==> config.mk <==
export PLATFORM = sky130hd
export DESIGN_NAME = nvsp_host_ctrl
export DESIGN_NICKNAME = d
export VERILOG_FILES = /design/src/pkg/nvsp_pkg.sv /design/src/verilog/nvsp_host_ctrl.sv /design/src/verilog/nvsp_sync2.sv
export SDC_FILE = /design/constraint.sdc
export NUM_CORES = 1
export LEC_CHECK = 0
export BUFFER_PORTS_ARGS = -buffer_cell sky130_fd_sc_hd__buf_2
export CAP_MARGIN = 20
export CORE_MARGIN = 1
export CORE_UTILIZATION = 40
export CTS_CLUSTER_DIAMETER = 150
export DETAILED_ROUTE_END_ITERATION = 8
export MAX_ROUTING_LAYER = met4
export PLACE_DENSITY_LB_ADDON = 0.05
export SLEW_MARGIN = 25
export SYNTH_ARGS = -nofsm -noshare
export SYNTH_HDL_FRONTEND = slang
export SYNTH_SLANG_ARGS = --single-unit
==> constraint.sdc <==
create_clock -name clk -period 3.6 [get_ports clk]
set_input_delay 0.72 -clock clk [delete_from_list [all_inputs] [get_ports clk]]
set_output_delay 0.72 -clock clk [all_outputs]
set_load 0.01 [all_outputs]
==> src/pkg/nvsp_pkg.sv <==
package nvsp_pkg;

    // ----------------------------------------------------------------
    // widths of the word-wide build
    // ----------------------------------------------------------------
    localparam int ADDR_W = 17;
    localparam int DATA_W = 16;

    // ----------------------------------------------------------------
    // timing, in ns and in 100 MHz cycles
    // ----------------------------------------------------------------
    localparam int CLK_PERIOD_NS = 10;
    localparam int T_ACCESS_NS   = 45;    // slowest access grade
    localparam int T_WR_PULSE_NS = 30;    // least write strobe width
    localparam int T_HW_PULL_NS  = 50;    // least save request pull
    localparam int T_ONSET_NS    = 1000;  // longest wait for busy to show
    localparam int SYNC_STAGES   = 2;

    localparam int ACCESS_CYC  = (T_ACCESS_NS + CLK_PERIOD_NS - 1) / CLK_PERIOD_NS;
    localparam int RD_WAIT_CYC = ACCESS_CYC + SYNC_STAGES;
    localparam int WR_CYC      = (T_WR_PULSE_NS + CLK_PERIOD_NS - 1) / CLK_PERIOD_NS;
    localparam int HW_PULL_CYC = (T_HW_PULL_NS + CLK_PERIOD_NS - 1) / CLK_PERIOD_NS;
    localparam int ONSET_CYC   = T_ONSET_NS / CLK_PERIOD_NS;

    // ----------------------------------------------------------------
    // software save address sequence, entry 0 first
    // ----------------------------------------------------------------
    localparam int SEQ_LEN = 6;
    localparam logic [2:0] SEQ_LAST = 3'h5;
    localparam logic [SEQ_LEN-1:0][ADDR_W-1:0] SEQ_ADDR = {
        17'h08FC0, 17'h0703F, 17'h07C1F, 17'h083E0, 17'h0B1C7, 17'h04E38
    };

    // ----------------------------------------------------------------
    // types
    // ----------------------------------------------------------------
    typedef logic [7:0] nvsp_cnt_t;

    typedef enum logic [1:0] {
        OP_READ,
        OP_WRITE,
        OP_SW_SAVE,
        OP_HW_SAVE
    } nvsp_op_t;

    typedef struct packed {
        nvsp_op_t            op;
        logic [ADDR_W-1:0]   addr;
        logic [DATA_W-1:0]   wdata;
        logic                upper_byte_lane_n;
        logic                lower_byte_lane_n;
    } nvsp_cmd_t;

    typedef struct packed {
        logic [ADDR_W-1:0]   addr;
        logic                chip_select_n;
        logic                output_drive_n;
        logic                write_strobe_n;
        logic                upper_byte_lane_n;
        logic                lower_byte_lane_n;
    } nvsp_pins_t;

    localparam nvsp_pins_t PINS_IDLE = '{
        addr: 17'h00000, chip_select_n: 1'h1, output_drive_n: 1'h1,
        write_strobe_n: 1'h1, upper_byte_lane_n: 1'h1, lower_byte_lane_n: 1'h1
    };
    localparam logic [DATA_W:0] SYNC_RST = 17'h10000;  // busy line idles high

endpackage : nvsp_pkg

==> src/verilog/nvsp_host_ctrl.sv <==
// Notes on behaviour
// - read: select, output low; strobe, busy high
// - write: select, strobe low; busy high
// - address steady through whole write
// - output drive kept high during writes
// - busy line low during every save
// - strobe held inactive out of reset
// - six fixed reads start software save
`timescale 1ns/1ps
module nvsp_host_ctrl (
    input  wire logic                clk,                 // 100 MHz clock
    input  wire logic                reset_n,             // async reset, active low
    input  wire logic                cmd_valid,           // command offered
    input  nvsp_pkg::nvsp_cmd_t      cmd,                 // command fields
    output logic                     cmd_ready,           // command taken when valid
    output logic                     rsp_valid,           // one-cycle completion pulse
    output logic [15:0]              rsp_rdata,           // last read data
    output logic                     rsp_timeout,         // save never showed busy
    output logic                     save_busy,           // busy line seen low
    output nvsp_pkg::nvsp_pins_t     pins,                // address and strobes
    output logic [15:0]              dq_drv_val,          // data toward device
    output logic                     dq_drv_en_n,         // data drive, low drives
    input  wire logic [15:0]         dq_pin_val,          // data pin levels
    input  wire logic                nv_save_busy_n_pin,  // busy line level
    output logic                     nv_save_busy_drv,    // busy line drive value
    output logic                     nv_save_busy_drv_en_n // busy pull, low pulls
);
    typedef enum logic [2:0] {
        S_IDLE, S_READ, S_WRITE, S_GAP, S_HW_PULL, S_WAIT_LOW, S_WAIT_HIGH
    } nvsp_state_t;

    // ----------------------------------------------------------------
    // state
    // ----------------------------------------------------------------
    nvsp_state_t          state_q, state_d;
    nvsp_pkg::nvsp_pins_t pins_q, pins_d;
    nvsp_pkg::nvsp_cnt_t  cnt_q, cnt_d;
    logic [15:0]          wdata_q, wdata_d, rdata_q, rdata_d;
    logic [2:0]           seq_q, seq_d;
    logic                 sw_q, sw_d, dq_en_q, dq_en_d, pull_q, pull_d;
    logic                 done_q, done_d, tmo_q, tmo_d;

    // ----------------------------------------------------------------
    // pin synchronisers
    // ----------------------------------------------------------------
    logic [16:0] sync_lvl;
    nvsp_sync2 #(.W(17), .RST_VAL(nvsp_pkg::SYNC_RST)) u_sync (
        .clk      (clk),
        .reset_n  (reset_n),
        .async_in ({nv_save_busy_n_pin, dq_pin_val}),
        .sync_out (sync_lvl)
    );

    // ----------------------------------------------------------------
    // decode
    // ----------------------------------------------------------------
    wire        busy_high = sync_lvl[16];
    wire [15:0] dq_sync   = sync_lvl[15:0];
    wire        cnt_zero  = (cnt_q == 8'h00);
    wire [7:0]  cnt_dec   = cnt_q - 8'h01;
    wire [2:0]  seq_nx    = seq_q + 3'h1;
    wire        seq_more  = sw_q && (seq_q != nvsp_pkg::SEQ_LAST);
    // a new command only starts with the busy line high
    // read gated by busy
    wire        take      = cmd_valid && cmd_ready;

    assign cmd_ready             = (state_q == S_IDLE) && busy_high;
    assign rsp_valid             = done_q;
    assign rsp_rdata             = rdata_q;
    assign rsp_timeout           = tmo_q;
    assign save_busy             = !busy_high;
    assign pins                  = pins_q;
    assign dq_drv_val            = wdata_q;
    assign dq_drv_en_n           = !dq_en_q;
    assign nv_save_busy_drv      = 1'h0;
    assign nv_save_busy_drv_en_n = !pull_q;

    // ----------------------------------------------------------------
    // sequencer
    // ----------------------------------------------------------------
    always_comb begin
        state_d = state_q;
        pins_d  = pins_q;
        cnt_d   = cnt_q;
        wdata_d = wdata_q;
        rdata_d = rdata_q;
        seq_d   = seq_q;
        sw_d    = sw_q;
        dq_en_d = dq_en_q;
        pull_d  = pull_q;
        done_d  = 1'h0;
        tmo_d   = tmo_q;
        case (state_q)
            S_IDLE: begin
                if (take) begin
                    tmo_d                    = 1'h0;
                    pins_d.addr              = cmd.addr;
                    pins_d.upper_byte_lane_n = cmd.upper_byte_lane_n;
                    pins_d.lower_byte_lane_n = cmd.lower_byte_lane_n;
                    case (cmd.op)
                        nvsp_pkg::OP_READ: begin
                            pins_d.chip_select_n  = 1'h0;
                            pins_d.output_drive_n = 1'h0;
                            cnt_d   = nvsp_pkg::nvsp_cnt_t'(nvsp_pkg::RD_WAIT_CYC - 1);
                            state_d = S_READ;
                        end
                        nvsp_pkg::OP_WRITE: begin
                            pins_d.chip_select_n  = 1'h0;
                            pins_d.write_strobe_n = 1'h0;
                            wdata_d = cmd.wdata;
                            dq_en_d = 1'h1;
                            cnt_d   = nvsp_pkg::nvsp_cnt_t'(nvsp_pkg::WR_CYC - 1);
                            state_d = S_WRITE;
                        end
                        nvsp_pkg::OP_SW_SAVE: begin
                            pins_d.addr           = nvsp_pkg::SEQ_ADDR[0];
                            pins_d.chip_select_n  = 1'h0;
                            pins_d.output_drive_n = 1'h0;
                            seq_d   = 3'h0;
                            sw_d    = 1'h1;
                            cnt_d   = nvsp_pkg::nvsp_cnt_t'(nvsp_pkg::RD_WAIT_CYC - 1);
                            state_d = S_READ;
                        end
                        default: begin
                            pull_d  = 1'h1;
                            cnt_d   = nvsp_pkg::nvsp_cnt_t'(nvsp_pkg::HW_PULL_CYC - 1);
                            state_d = S_HW_PULL;
                        end
                    endcase
                end
            end
            S_READ: begin
                if (cnt_zero) begin
                    rdata_d               = dq_sync;
                    pins_d.chip_select_n  = 1'h1;
                    pins_d.output_drive_n = 1'h1;
                    state_d               = S_GAP;
                end else begin
                    cnt_d = cnt_dec;
                end
            end
            S_WRITE: begin
                if (cnt_zero) begin
                    pins_d.chip_select_n  = 1'h1;
                    pins_d.write_strobe_n = 1'h1;
                    state_d               = S_GAP;
                end else begin
                    cnt_d = cnt_dec;
                end
            end
            S_GAP: begin
                // data held one cycle past the closing edge
                dq_en_d = 1'h0;
                if (seq_more) begin
                    seq_d                 = seq_nx;
                    pins_d.addr           = nvsp_pkg::SEQ_ADDR[seq_nx];
                    pins_d.chip_select_n  = 1'h0;
                    pins_d.output_drive_n = 1'h0;
                    cnt_d   = nvsp_pkg::nvsp_cnt_t'(nvsp_pkg::RD_WAIT_CYC - 1);
                    state_d = S_READ;
                end else if (sw_q) begin
                    sw_d    = 1'h0;
                    cnt_d   = nvsp_pkg::nvsp_cnt_t'(nvsp_pkg::ONSET_CYC - 1);
                    state_d = S_WAIT_LOW;
                end else begin
                    done_d  = 1'h1;
                    state_d = S_IDLE;
                end
            end
            S_HW_PULL: begin
                if (cnt_zero) begin
                    pull_d  = 1'h0;
                    state_d = S_WAIT_HIGH;
                end else begin
                    cnt_d = cnt_dec;
                end
            end
            S_WAIT_LOW: begin
                if (!busy_high || cnt_zero) begin
                    tmo_d   = busy_high;
                    state_d = S_WAIT_HIGH;
                end else begin
                    cnt_d = cnt_dec;
                end
            end
            S_WAIT_HIGH: begin
                // watch busy line until save ends
                if (busy_high) begin
                    done_d  = 1'h1;
                    state_d = S_IDLE;
                end
            end
            default: state_d = S_IDLE;
        endcase
    end

    // ----------------------------------------------------------------
    // registers
    // ----------------------------------------------------------------
    // strobe inactive from reset on
    always_ff @(posedge clk or negedge reset_n) begin
        if (!reset_n) begin
            state_q <= S_IDLE;
            pins_q  <= nvsp_pkg::PINS_IDLE;
            cnt_q   <= 8'h00;
            wdata_q <= 16'h0000;
            rdata_q <= 16'h0000;
            seq_q   <= 3'h0;
            {sw_q, dq_en_q, pull_q, done_q, tmo_q} <= 5'h00;
        end else begin
            state_q <= state_d;
            pins_q  <= pins_d;
            cnt_q   <= cnt_d;
            wdata_q <= wdata_d;
            rdata_q <= rdata_d;
            seq_q   <= seq_d;
            {sw_q, dq_en_q, pull_q, done_q, tmo_q} <= {sw_d, dq_en_d, pull_d, done_d, tmo_d};
        end
    end
endmodule : nvsp_host_ctrl

==> src/verilog/nvsp_sync2.sv <==
`timescale 1ns/1ps
module nvsp_sync2 #(
    parameter int           W       = 1,
    parameter logic [W-1:0] RST_VAL = '0
) (
    input  wire logic         clk,      // system clock
    input  wire logic         reset_n,  // async reset, active low
    input  wire logic [W-1:0] async_in, // pin levels
    output logic      [W-1:0] sync_out  // levels after two flops
);
    logic [W-1:0] meta_q;

    always_ff @(posedge clk or negedge reset_n) begin
        if (!reset_n) begin
            meta_q   <= RST_VAL;
            sync_out <= RST_VAL;
        end else begin
            meta_q   <= async_in;
            sync_out <= meta_q;
        end
    end
endmodule : nvsp_sync2
==> flow_metrics.tcl <==
set metrics [dict create \
    ir_drop_v 0.000266 \
    clk_latency_ps 370 \
    p_total_mw 4.46 \
    fp.dieH_um 105 \
    setup_viol 0 \
    routabilityCongestion 0.810 \
    netlist_instances 352 \
    num_vias 3062 \
    fin_skew_ps 9.99 \
    yosysSeqAreaShare_pct 62.7 \
    grt_max_degree 62 \
    grt_pass1_wl_um 14800 \
    synth_top_area_share_pct 58.4 \
    grt_remaining_overflow 0 \
    syn_avg_cell_area_um2 12.2 \
    cp_slowest_cell "nor3_2" \
    yosysTopAreaCell "dfrtp_1" \
    synth_top_family_by_area "compound AO/OA/AOI/OAI gates" \
    ys_types 57 \
    cts.hold.buffers_added 0 \
    max_freq_mhz 373 \
    r2r-start "state_q[1]" \
    core_um2 10400 \
    synth_area_um2 4280 \
    synthMuxAreaShare_pct 8.91 \
    area_delta_synth_final_pct 21.9 \
    htree_num_levels 3 \
    synthFlopType "dfrtp_1" \
    synth-simple-area-share_pct 11.0 \
    drtIter0Drc 173 \
    clock_path_buffers 2 \
    antenna_found_initial 0 \
    rows 37 \
    yosys.area_share.xor_xnor_pct 1.43 \
    synth-async-reset-ratio_pct 100 \
    start_util_pct 41.3 \
    dp_worst_setup_slack_ps 907 \
    postRouteAntennaNets 0 \
    wire_per_inst_um 14.8 \
    synth_compound_area_share_pct 11.9 \
    cts-root-buf "clkbuf_8" \
    drv_cap 0 \
    fin_cells 611 \
    min_from "u_sync.meta_q[0]" \
    synthMostInstantiatedCell "dfrtp_1" \
    max_stage_delay_ps 620 \
    firstDrtPassIters 4 \
    clock_sinks 107 \
    synthTopCellsByCount "dfrtp_1, o21ai_0, nand2_1" \
    min_path_type "register to register" \
    setup_tns_ps 0 \
    yosysWarnings 0 \
    nets 531 \
    finalWorstSetupSlack_ps 918 \
    cts_buffers 9 \
    holdWs_ps 358 \
    fin_crit_ps 2680 \
    cp-end-kind "register" \
    path_class "register to register" \
    antennaDiodeCount 0 \
    slew_headroom_pct 49.9 \
    fin_crit_sh_pct 74.5 \
    ys_ff_latch 107 \
    crit_arrival_ps 2940 \
    drive_above_1_share_pct 39.6 \
    dieArea_um2 11100 \
    power_density_nw_per_um2 855 \
    clk_pin_slew_worst_paths_ps 100 \
    post-cts-setup-buffers 0 \
    io_buffers 116 \
    place_hpwl_um 6460 \
    p_leak_nw 2.54 \
    wirelength_um 9050 \
    multiInputGateArea_um2 1480 \
    die_w_um 105 \
    vias_per_cell 5.01 \
    fillers 993 \
    crit_required_ps 3860 \
    drc 0 \
    synth_nets 413 \
    crit_chain "or2_2, nor3_2, nand2_2, mux2_1" \
    worst_pin_slew_ps 747 \
    hold_viol 0 \
    synth-edff-count 0 \
    cts_resized 0 \
    cts_tree "built" \
    regArea_um2 2690 \
    worstSetupStartpointType "register" \
    yosys-top-cells-area "dfrtp_1, mux2_2, dfstp_2" \
    synth-adder-area-share_pct 1.17 \
    first_global_vias 2990 \
    drv_slew 0 \
    grt.total_usage_pct 17.7 \
    critical_path_peak_fanout 18 \
    startpoint "state_q[1]" \
    status "complete, no violations" \
    rsz0062_at_grt "no" \
    pin_count 118 \
    dpl.cell_count 595 \
]
-- per-stage QoR --
step	instance area [µm²]	util (%)
after global placement	4990	48.1
after global routing	5220	50.4
after floorplan	4280	-
after CTS	5220	50.4
final	5220	50.4
after detailed placement	4990	48.1
-- worst paths after layout --
kind	slack (ps)	endpoint	cells past startpoint
max in group asynchronous	2400	pins[3]	2
min in group asynchronous	400	u_sync.meta_q[8]	1
min reg2reg	360	u_sync.sync_out[0]	0
min	360	u_sync.sync_out[0]	0
max reg2reg	920	dq_drv_val[7]	4
max	920	dq_drv_val[7]	4
-- worst max-delay path: cells and delay by family (launching register included) --
| family | cells | cell delay, ps |
|---|---|---|
| flops | 1 | 600 |
| mux | 1 | 440 |
| simple gates | 3 | 1520 |
-- report_power, final --
group | internal, mW | switching, mW | leakage (nW) | total, mW
Sequential | 1.61 | 0.298 | 1.31 | 1.91
Combinational | 0.785 | 0.936 | 1.12 | 1.72
Clock | 0.405 | 0.426 | 0.114 | 0.831
-- flip-flops by register name, summed over array words and instances, names as in the netlist, 3 cells and up --
| register | cells |
|---|---|
| dq_drv_val | 16 |
| seq_q | 3 |
| state_q | 3 |
| pins | 22 |
| rsp_rdata | 16 |
| u_sync.meta_q | 17 |
| u_sync.sync_out | 17 |
| cnt_q | 8 |
-- placed cells by master, fill, tap and decap left out, types with 2 or more instances in the layout --
cell type  instances
inv_8              2
nand2b_1           2
a21oi_1           25
buf_2            115
nand2_1           33
buf_4              6
ha_1               4
o21ai_0           34
mux2_2            29
or2_2              2
dfrtp_1          100
dfstp_2            7
nand2_2            2
mux2_1             4
o31ai_1            2
inv_1              9
bufinv_16          2
a22o_1             5
nor3_1             6
and2_1             2
nor2b_1            3
nand3_1            5
nor2_1            25
a31oi_1            7
clkbuf_8           9
-- metal layers --
layer / GRT usage (%) / vias up / part of all wire [%]
li1: - / 1460 / -
met1: 23.2 / 1511 / 46
met2: 27.6 / 82 / 49
met3: 3.09 / 9 / 4.0
met4: 6.94 / 0 / 1.2
met5: - / - / 0
-- final cells by class --
class	count	area share, %
inverters	9	0.647
repair buffers	121	11.9
clock inverters	7	2.06
flip-flops and latches	107	51.4
clock buffers	9	2.37
multi-input cells	222	28.3
well taps	136	3.26
-- cell families (layout without fill, tap and decap cells) --
group,after synthesis,after routing
DFF,107,107
and+or+nand+nor,93,93
AOI/OAI and AO/OA,86,86
muxes,34,34
buffers and inverters,23,146
adders and majority gates,4,4
xor gates and xnor gates,4,4
other,1,1
Note: power is estimated with default switching activity, not from simulation.
